--- config.mk ---
export PLATFORM = sky130hd
export DESIGN_NAME = pcv_top
export DESIGN_NICKNAME = d
export VERILOG_FILES = /design/src/common/pcv_pkg.sv /design/src/logic/pcv_top.sv
export SDC_FILE = /design/constraint.sdc
export NUM_CORES = 1
export LEC_CHECK = 0
export BUFFER_PORTS_ARGS = -buffer_cell sky130_fd_sc_hd__buf_2
export CORE_ASPECT_RATIO = 1.25
export CORE_MARGIN = 5
export CORE_UTILIZATION = 57
export CTS_CLUSTER_DIAMETER = 40
export DETAILED_ROUTE_END_ITERATION = 12
export PLACE_DENSITY = 0.76
export SLEW_MARGIN = 25
export SYNTH_ARGS = -nofsm -noshare
export SYNTH_HDL_FRONTEND = slang
export SYNTH_SLANG_ARGS = --single-unit
export TNS_END_PERCENT = 100
--- constraint.sdc ---
create_clock -name mclk_i -period 4.54 [get_ports mclk_i]
set_clock_uncertainty 0.15 [all_clocks]
set_input_delay 0.454 -clock mclk_i [delete_from_list [all_inputs] [get_ports mclk_i]]
set_output_delay 0.454 -clock mclk_i [all_outputs]
set_load 0.05 [all_outputs]
--- src/common/pcv_pkg.sv ---
// Functional notes
// link active only with enable set, both pins in mode 01, serial port select set
// target equals base setting plus N steps while link controls buck
// N counts link clock rising edges with data sampled high
// default step is 10 mV per count, N accepted 0 to 32
// set a and set b ignored while link controls output
// keep selected set voltage until first full 32-clock frame arrives
// target updates at end of every full 32-clock frame, latest frame used
// data rising edge starts a new 32-clock frame
// early data rising edge discards partial count, previous target kept
// without edges counting continues; constant low gives base, high gives base plus 32
// decoded target readable in read-only readback register
// link ends on enable clear or config change, falls back to chosen set
// keep-armed clear: buck disable ends link and clears link enable
// keep-armed set: link survives buck disable, set voltage until first frame
// double step select gives 20 mV per count
// target clamped to ceiling setting, over both link and set voltages
// output above ceiling raises event and alarm unless masked; irq mode instead
// link pins pass two-stage synchronisers, rising edges detected before use
// arithmetic in voltage code units, one step one code, double two codes
`default_nettype none
package pcv_pkg;
  localparam int VW = 7;
  localparam logic [4:0]  FRAME_LEN   = 5'h1F;
  localparam logic [1:0]  PIN_IF_MODE = 2'h1;
  localparam int STEP_MV = 10;
  localparam logic [7:0] A_CTRL  = 8'h00;
  localparam logic [7:0] A_BASE  = 8'h04;
  localparam logic [7:0] A_CEIL  = 8'h08;
  localparam logic [7:0] A_SETA  = 8'h0C;
  localparam logic [7:0] A_SETB  = 8'h10;
  localparam logic [7:0] A_DEC   = 8'h14;
  localparam logic [7:0] A_STAT  = 8'h18;
  localparam logic [7:0] A_MASK  = 8'h1C;
  localparam logic [7:0] A_VOUT  = 8'h20;
  localparam logic [VW-1:0] BASE_RST = 7'h00;
  localparam logic [VW-1:0] CEIL_RST = 7'h7F;
  localparam logic [VW-1:0] SET_RST  = 7'h00;
  localparam logic [1:0]    STAT_RST = 2'h0;
  localparam logic [1:0]    MASK_RST = 2'h0;
  // ctrl bits
  localparam int C_LEN = 0;
  localparam int C_SPS = 1;
  localparam int C_KAR = 2;
  localparam int C_DBL = 3;
  localparam int C_CHS = 4;
  localparam int C_BUCK = 5;
  localparam int C_IRQM = 6;
  localparam int C_P5 = 8;
  localparam int C_P6 = 10;
  localparam logic [11:0] CTRL_RST = 12'h000;
  localparam logic [11:0] CTRL_WMASK = 12'hF7F;
endpackage
`default_nettype wire

--- src/logic/pcv_top.sv ---
`default_nettype none
module pcv_top
  import pcv_pkg::*;
(
  input  wire logic          mclk_i,
  input  wire logic          resetn_i,
  input  wire logic          psel_i,
  input  wire logic          penable_i,
  input  wire logic          pwrite_i,
  input  wire logic [7:0]    paddr_i,
  input  wire logic [31:0]   pwdata_i,
  output logic      [31:0]   prdata_o,
  output logic               pready_o,
  output logic               pslverr_o,
  input  wire logic          pulse_clock_in_i,
  input  wire logic          pulse_data_in_i,
  output logic [pcv_pkg::VW-1:0] vout_target_o,
  output logic               link_active_o,
  output logic               alarm_output_o,
  output logic               irq_o
);
  import pcv_pkg::*;

  ////////////////////////////////////////////////////////////////
  logic [11:0]   ctrl_q;
  logic [VW-1:0] base_q, ceil_q, seta_q, setb_q;
  logic [1:0]    stat_q, mask_q;
  logic [2:0]    clk_s_q, dat_s_q;
  logic [4:0]    cnt_q;
  logic [5:0]    hits_q;
  logic          valid_q;
  logic [5:0]    n_q;
  logic          act_q;
  logic          buck_q;
  logic [VW-1:0] vout_q;

  wire wr = psel_i & penable_i & pwrite_i;
  wire rd_acc = psel_i & penable_i & ~pwrite_i;
  wire cfg_ok = ctrl_q[C_LEN] & ctrl_q[C_SPS] &
                (ctrl_q[C_P5+:2] == PIN_IF_MODE) & (ctrl_q[C_P6+:2] == PIN_IF_MODE);
  wire buck_fall = buck_q & ~ctrl_q[C_BUCK];

  function automatic logic [VW-1:0] sat_add(input logic [VW-1:0] b, input logic [6:0] d);
    logic [7:0] s;
    s = {1'b0, b} + {1'b0, d};
    sat_add = s[7] ? {VW{1'b1}} : s[VW-1:0];
  endfunction

  function automatic logic [VW-1:0] clamp(input logic [VW-1:0] v, input logic [VW-1:0] c);
    clamp = (v > c) ? c : v;
  endfunction

  ////////////////////////////////////////////////////////////////
  // link pin synchronisers
  always_ff @(posedge mclk_i or negedge resetn_i)
  begin
    if (!resetn_i)
    begin
      clk_s_q <= 3'h0;
      dat_s_q <= 3'h0;
    end
    else
    begin
      clk_s_q <= {clk_s_q[1:0], pulse_clock_in_i};
      dat_s_q <= {dat_s_q[1:0], pulse_data_in_i};
    end
  end
  wire clk_rise = clk_s_q[1] & ~clk_s_q[2];
  wire dat_rise = dat_s_q[1] & ~dat_s_q[2];
  wire dat_lvl  = dat_s_q[1];

  ////////////////////////////////////////////////////////////////
  // control register, auto clear of link enable
  always_ff @(posedge mclk_i or negedge resetn_i)
  begin
    if (!resetn_i)
    begin
      ctrl_q <= CTRL_RST;
      buck_q <= 1'b0;
    end
    else
    begin
      buck_q <= ctrl_q[C_BUCK];
      if (wr && paddr_i == A_CTRL)
        ctrl_q <= pwdata_i[11:0] & CTRL_WMASK;
      else if (buck_fall && !ctrl_q[C_KAR])
        ctrl_q[C_LEN] <= 1'b0;
    end
  end

  always_ff @(posedge mclk_i or negedge resetn_i)
  begin
    if (!resetn_i)
    begin
      base_q <= BASE_RST;
      ceil_q <= CEIL_RST;
      seta_q <= SET_RST;
      setb_q <= SET_RST;
      mask_q <= MASK_RST;
    end
    else if (wr)
    begin
      if (paddr_i == A_BASE) base_q <= pwdata_i[VW-1:0];
      if (paddr_i == A_CEIL) ceil_q <= pwdata_i[VW-1:0];
      if (paddr_i == A_SETA) seta_q <= pwdata_i[VW-1:0];
      if (paddr_i == A_SETB) setb_q <= pwdata_i[VW-1:0];
      if (paddr_i == A_MASK) mask_q <= pwdata_i[1:0];
    end
  end

  ////////////////////////////////////////////////////////////////
  // frame decoder
  wire lnk_run = cfg_ok & ctrl_q[C_BUCK];
  always_ff @(posedge mclk_i or negedge resetn_i)
  begin
    if (!resetn_i)
    begin
      act_q <= 1'b0;
      cnt_q <= 5'h0;
      hits_q <= 6'h0;
      valid_q <= 1'b0;
      n_q <= 6'h0;
    end
    else
    begin
      act_q <= lnk_run;
      if (!lnk_run)
      begin
        cnt_q <= 5'h0;
        hits_q <= 6'h0;
        valid_q <= 1'b0;
      end
      else if (dat_rise)
      begin
        // new frame: partial count dropped, old target kept
        cnt_q <= clk_rise ? 5'h1 : 5'h0;
        hits_q <= clk_rise ? 6'h1 : 6'h0;
      end
      else if (clk_rise)
      begin
        if (cnt_q == FRAME_LEN)
        begin
          n_q <= hits_q + {5'h0, dat_lvl};
          valid_q <= 1'b1;
          cnt_q <= 5'h0;
          hits_q <= 6'h0;
        end
        else
        begin
          cnt_q <= cnt_q + 5'h1;
          hits_q <= hits_q + {5'h0, dat_lvl};
        end
      end
    end
  end

  ////////////////////////////////////////////////////////////////
  // target selection, clamp
  logic [6:0]    delta;
  logic [VW-1:0] dec_v, sel_v, tgt;
  always_comb
  begin
    delta = ctrl_q[C_DBL] ? {n_q, 1'b0} : {1'b0, n_q};
    dec_v = sat_add(base_q, delta);
    sel_v = ctrl_q[C_CHS] ? setb_q : seta_q;
    tgt = (act_q && valid_q) ? dec_v : sel_v;
    tgt = clamp(tgt, ceil_q);
  end
  wire over = (act_q && valid_q) ? (dec_v > ceil_q) : (sel_v > ceil_q);

  always_ff @(posedge mclk_i or negedge resetn_i)
  begin
    if (!resetn_i)
      vout_q <= SET_RST;
    else
      vout_q <= tgt;
  end

  ////////////////////////////////////////////////////////////////
  // events: bit0 ceiling exceeded, bit1 first frame decoded after link start
  logic over_q, fr_q;
  wire fr_ev = valid_q & ~fr_q;
  always_ff @(posedge mclk_i or negedge resetn_i)
  begin
    if (!resetn_i)
    begin
      stat_q <= STAT_RST;
      over_q <= 1'b0;
      fr_q <= 1'b0;
    end
    else
    begin
      over_q <= over;
      fr_q <= valid_q;
      for (int i = 0; i < 2; i++)
      begin
        if (i == 0 && over && !over_q)
          stat_q[i] <= 1'b1;
        else if (i == 1 && fr_ev)
          stat_q[i] <= 1'b1;
        else if (wr && paddr_i == A_STAT && pwdata_i[i])
          stat_q[i] <= 1'b0;
      end
    end
  end

  wire pend = |(stat_q & ~mask_q);
  always_ff @(posedge mclk_i or negedge resetn_i)
  begin
    if (!resetn_i)
    begin
      alarm_output_o <= 1'b0;
      irq_o <= 1'b0;
      vout_target_o <= SET_RST;
      link_active_o <= 1'b0;
    end
    else
    begin
      alarm_output_o <= ~ctrl_q[C_IRQM] & stat_q[0] & ~mask_q[0];
      irq_o <= ctrl_q[C_IRQM] ? pend : (stat_q[1] & ~mask_q[1]);
      vout_target_o <= vout_q;
      link_active_o <= act_q & valid_q;
    end
  end

  ////////////////////////////////////////////////////////////////
  // apb read path, zero-wait
  logic [31:0] rd;
  always_comb
  begin
    rd = 32'h0;
    unique case (paddr_i)
      A_CTRL: rd = {20'h0, ctrl_q};
      A_BASE: rd = {25'h0, base_q};
      A_CEIL: rd = {25'h0, ceil_q};
      A_SETA: rd = {25'h0, seta_q};
      A_SETB: rd = {25'h0, setb_q};
      A_DEC:  rd = {25'h0, clamp(dec_v, ceil_q)};
      A_STAT: rd = {30'h0, stat_q};
      A_MASK: rd = {30'h0, mask_q};
      A_VOUT: rd = {25'h0, vout_q};
      default: rd = 32'h0;
    endcase
  end
  wire mapped = (paddr_i[1:0] == 2'h0) && (paddr_i <= A_VOUT);

  always_ff @(posedge mclk_i or negedge resetn_i)
  begin
    if (!resetn_i)
    begin
      prdata_o <= 32'h0;
      pready_o <= 1'b0;
      pslverr_o <= 1'b0;
    end
    else
    begin
      pready_o <= psel_i & ~penable_i;
      pslverr_o <= psel_i & ~penable_i & ~mapped;
      if (psel_i && !penable_i)
        prdata_o <= rd;
      else if (rd_acc)
        prdata_o <= prdata_o;
    end
  end
endmodule
`default_nettype wire

==> key figures <==
Status
  – Status: completed

Pwr
  – Seq pwr share: 48.6%
  – Leak Pwr: 3.10 nW
  – Maximum vdd ir drop: 0.248 mV
  – Switching Power: 0.523 mW
  – Tot Pwr: 1.91 mW
  – Clock Power Share: 40.4%
  – Power Dens Cells: 303 mW/mm2
  – Sw Share: 27.3%
  – Combinational power share: 11.0%
  – Internal power: 1.39 mW

Clock tree
  – Clock transition at path regs: 0.07 ns
  – Clk Latency, worst-skew pair: 0.35 ns
  – Setup bufs post-CTS: 0
  – CTS tree: yes
  – Max clock buf depth: 2
  – H-tree depth: 3
  – CTS sink cnt: 101
  – Number of CTS-inserted buffers: 9
  – CTS Root Cell: clkbuf_16

Critical path
  – Crit end category: flop
  – CP Buf/Inv Count: 2
  – R2R Path End: prdata_o[1]
  – R2R Path Start: ctrl_q[3]
  – Crit start category: flop
  – CP top delay family: compound AO/OA/AOI/OAI gates
  – Delay of the slowest cell on the worst path: 0.48 ns
  – Slowest CP cell: dfrtp_2
  – Crit Path Class: reg -> reg
  – Worst reg2reg setup slack: 0.22 ns
  – Worst EP arrival: 4.44 ns
  – CP max FO: 9
  – CP Data Required Time: 4.66 ns
  – Reg2Reg Depth: 15
  – Critical path, cell by cell: mux2_2, ha_1, a21o_1, a31o_2, o211a_4, a211oi_2, inv_1, ha_1, nand4_1, a21oi_1, nor3_1, buf_4, or2_2, a311o_1, a21oi_1

Final layout
  – P&R area growth vs syn: 10.1%
  – Final Util: 63.4%
  – Most frequent cells in the layout: 93 x dfrtp_1, 53 x mux2_2, 47 x buf_2, 36 x nand2_1, 33 x a21oi_1
  – Fin nets: 662
  – Design area: 0.00631 mm2
  – Commonest non-fill, non-tap cell in the layout: dfrtp_1
  – Antenna diodes: 0
  – Layout cells sized above 1: 27.8%

Timing
  – Final min period: 4.32 ns
  – F_max: 0.232 GHz
  – Pins Over Slew Limit: 0
  – RSZ-0062 raised after global routing: no
  – Slew at the pin with the worst max-slew slack: 0.966 ns
  – Hold Vio Cnt, Final: 0
  – Crit share post-route: 95.1%
  – Fin Setup TNS: 0 ns
  – Final setup viols: 0
  – Relative slew slack: 35.3%

Run
  – Max Cap Viol: 0

Detailed routing
  – Vias: 4289
  – Pre-Repair DR Iteration Count: 5
  – Post-route ant nets: 0
  – Avg Vias per Cell: 5.99
  – Drt drc: 0
  – WL/cell: 19.5 um
  – Iter 0 DRT Violations: 231
  – Post-Route WL: 14.0 mm

Synthesis
  – Simple-gate share of the synthesized area: 14.1%
  – Ys Warns: 0
  – Syn Std Cell Area: 0.00573 mm2
  – Main combinational cell family by area after synthesis: multiplexers
  – Post-Synth Adder-Cell Area: 7.33%
  – #FFs+latches synth: 101
  – Post-synth ARST share: 100%
  – Post-synthesis sequential area ratio: 44.2%
  – Primary FF master, synth: dfrtp_1
  – Top post-synthesis cells by area: dfrtp_1 41%, mux2_2 10%, ha_1 7.0%
  – Compound-cell area share of the yosys netlist: 12.9%
  – XOR/XNOR share of the synthesized area: 0.764%
  – Post-synth top area share: 41.0%
  – Gate count after technology mapping: 537
  – Post-synth EDFFs: 0
  – Yosys cell types: 66
  – Area leader, netlist: dfrtp_1
  – Mux cell area share after synthesis: 14.6%
  – Syn avg cell area: 10.7 um2

Global routing
  – Vias in the first global route: 4364
  – First-pass GRT wire length: 23.0 mm
  – Global route overflow: 0
  – Gr usage total: 24.5%
  – Largest net degree at the start of global routing: 61
  – Initial antenna violation count: 0

Placed design
  – Placed cell area: 0.00601 mm2
  – Final Wtd Congestion: 0.953
  – Detailed-placement wirelength estimate: 10.7 mm
  – IO buf count: 48

Floorplan
  – Die Ht: 122 um
  – Die X: 99.7 um
  – Site row count: 41
  – Die ar.: 0.0122 mm2
  – Core ar.: 0.00995 mm2
  – I/O pin total: 91
  – Initial Utilization: 57.6%

Hold path
  – Min-delay worst type: in -> async
## power groups by stage
stage	sequential [mW]	combinational, mW	clock [mW]
final	0.928	0.211	0.773
after global placement	0.945	0.206	0
after CTS	0.928	0.210	0.780
after floorplan	0.960	0.133	0
after global routing	0.930	0.229	0.822
after detailed placement	0.946	0.209	0
## per-layer routing
| metal | vias to the layer above | routed length (um) | GRT usage [%] |
|---|---|---|---|
| li1 | 1997 | - | - |
| met1 | 2109 | 5620 | 30.0 |
| met2 | 147 | 7040 | 41.2 |
| met3 | 36 | 764 | 5.10 |
| met4 | 0 | 556 | 11.3 |
| met5 | - | 0 | 0 |
## what timing repair did
action                                  CTS  global route
endpoints found under the setup margin    0             4
hold buffers                              0             0
gates resized for setup                   0             1
## cells by family after synthesis
family	after synthesis
simple gates	146
compound gates	116
flops	101
mux	71
buf+inv	64
fa+ha+maj	33
xor+xnor	5
other cells	1
## worst max path at each step
stage | start | endpoint | slack, ns | depth (start not counted)
4_1_cts | ctrl_q[3] | prdata_o[1] | 0.14 | 15
3_5_place_dp | ctrl_q[3] | prdata_o[1] | 0.19 | 15
5_1_grt | ctrl_q[3] | prdata_o[1] | 0.02 | 15
3_3_place_gp | ctrl_q[3] | prdata_o[1] | 0.25 | 15
6_report | ctrl_q[3] | prdata_o[1] | 0.22 | 15
2_1_floorplan | ctrl_q[3] | vout_q[1] | 0.64 | 15
## cell type report
class                      instances  area (um2)
sequential                       101        2540
tap                              129         161
clock inverter                     5        50.0
fill                             817        3640
timing repair buffer              55         295
inverter                          23        86.3
clock buffer                      11         253
multi-input combinational        392        2930
## flip-flops by register name, summed over array words and instances (netlist names), 2 cells and up
signal         flops
cnt_q              5
stat_q             2
ceil_q             7
vout_q             7
setb_q             7
n_q                6
seta_q             7
prdata_o          11
ctrl_q            11
mask_q             2
vout_target_o      7
base_q             7
dat_s_q            3
clk_s_q            3
hits_q             6
## metrics by stage
step	instances	worst slack, ns	hold slack (ns)
global placement	700	0.253	0.182
global route	716	0.0198	0.0495
finish	716	0.222	0.00989
detailed placement	700	0.190	0.186
floorplan	557	0.637	0.00841
CTS	716	0.142	0.0447
## cell usage after synthesis (9+ instances only)
library cell	instances
clkbuf_1	14
a31oi_1	9
nor2_1	28
mux2_2	53
buf_4	22
mux2_4	10
nor2b_1	10
inv_1	23
ha_1	32
nand2_1	36
nand3_1	14
o21ai_0	32
dfrtp_1	94
a21oi_1	33
## worst reg2reg max path: stages, from the launching register on
cell      delay [ns]
dfrtp_2         0.48
mux2_2          0.36
ha_1            0.36
a21o_1          0.20
a31o_2          0.24
o211a_4         0.27
a211oi_2        0.40
inv_1           0.10
ha_1            0.32
nand4_1         0.13
a21oi_1         0.14
nor3_1          0.08
buf_4           0.15
or2_2           0.33
a311o_1         0.39
a21oi_1         0.15
Note: power is estimated with default switching activity, not from simulation.
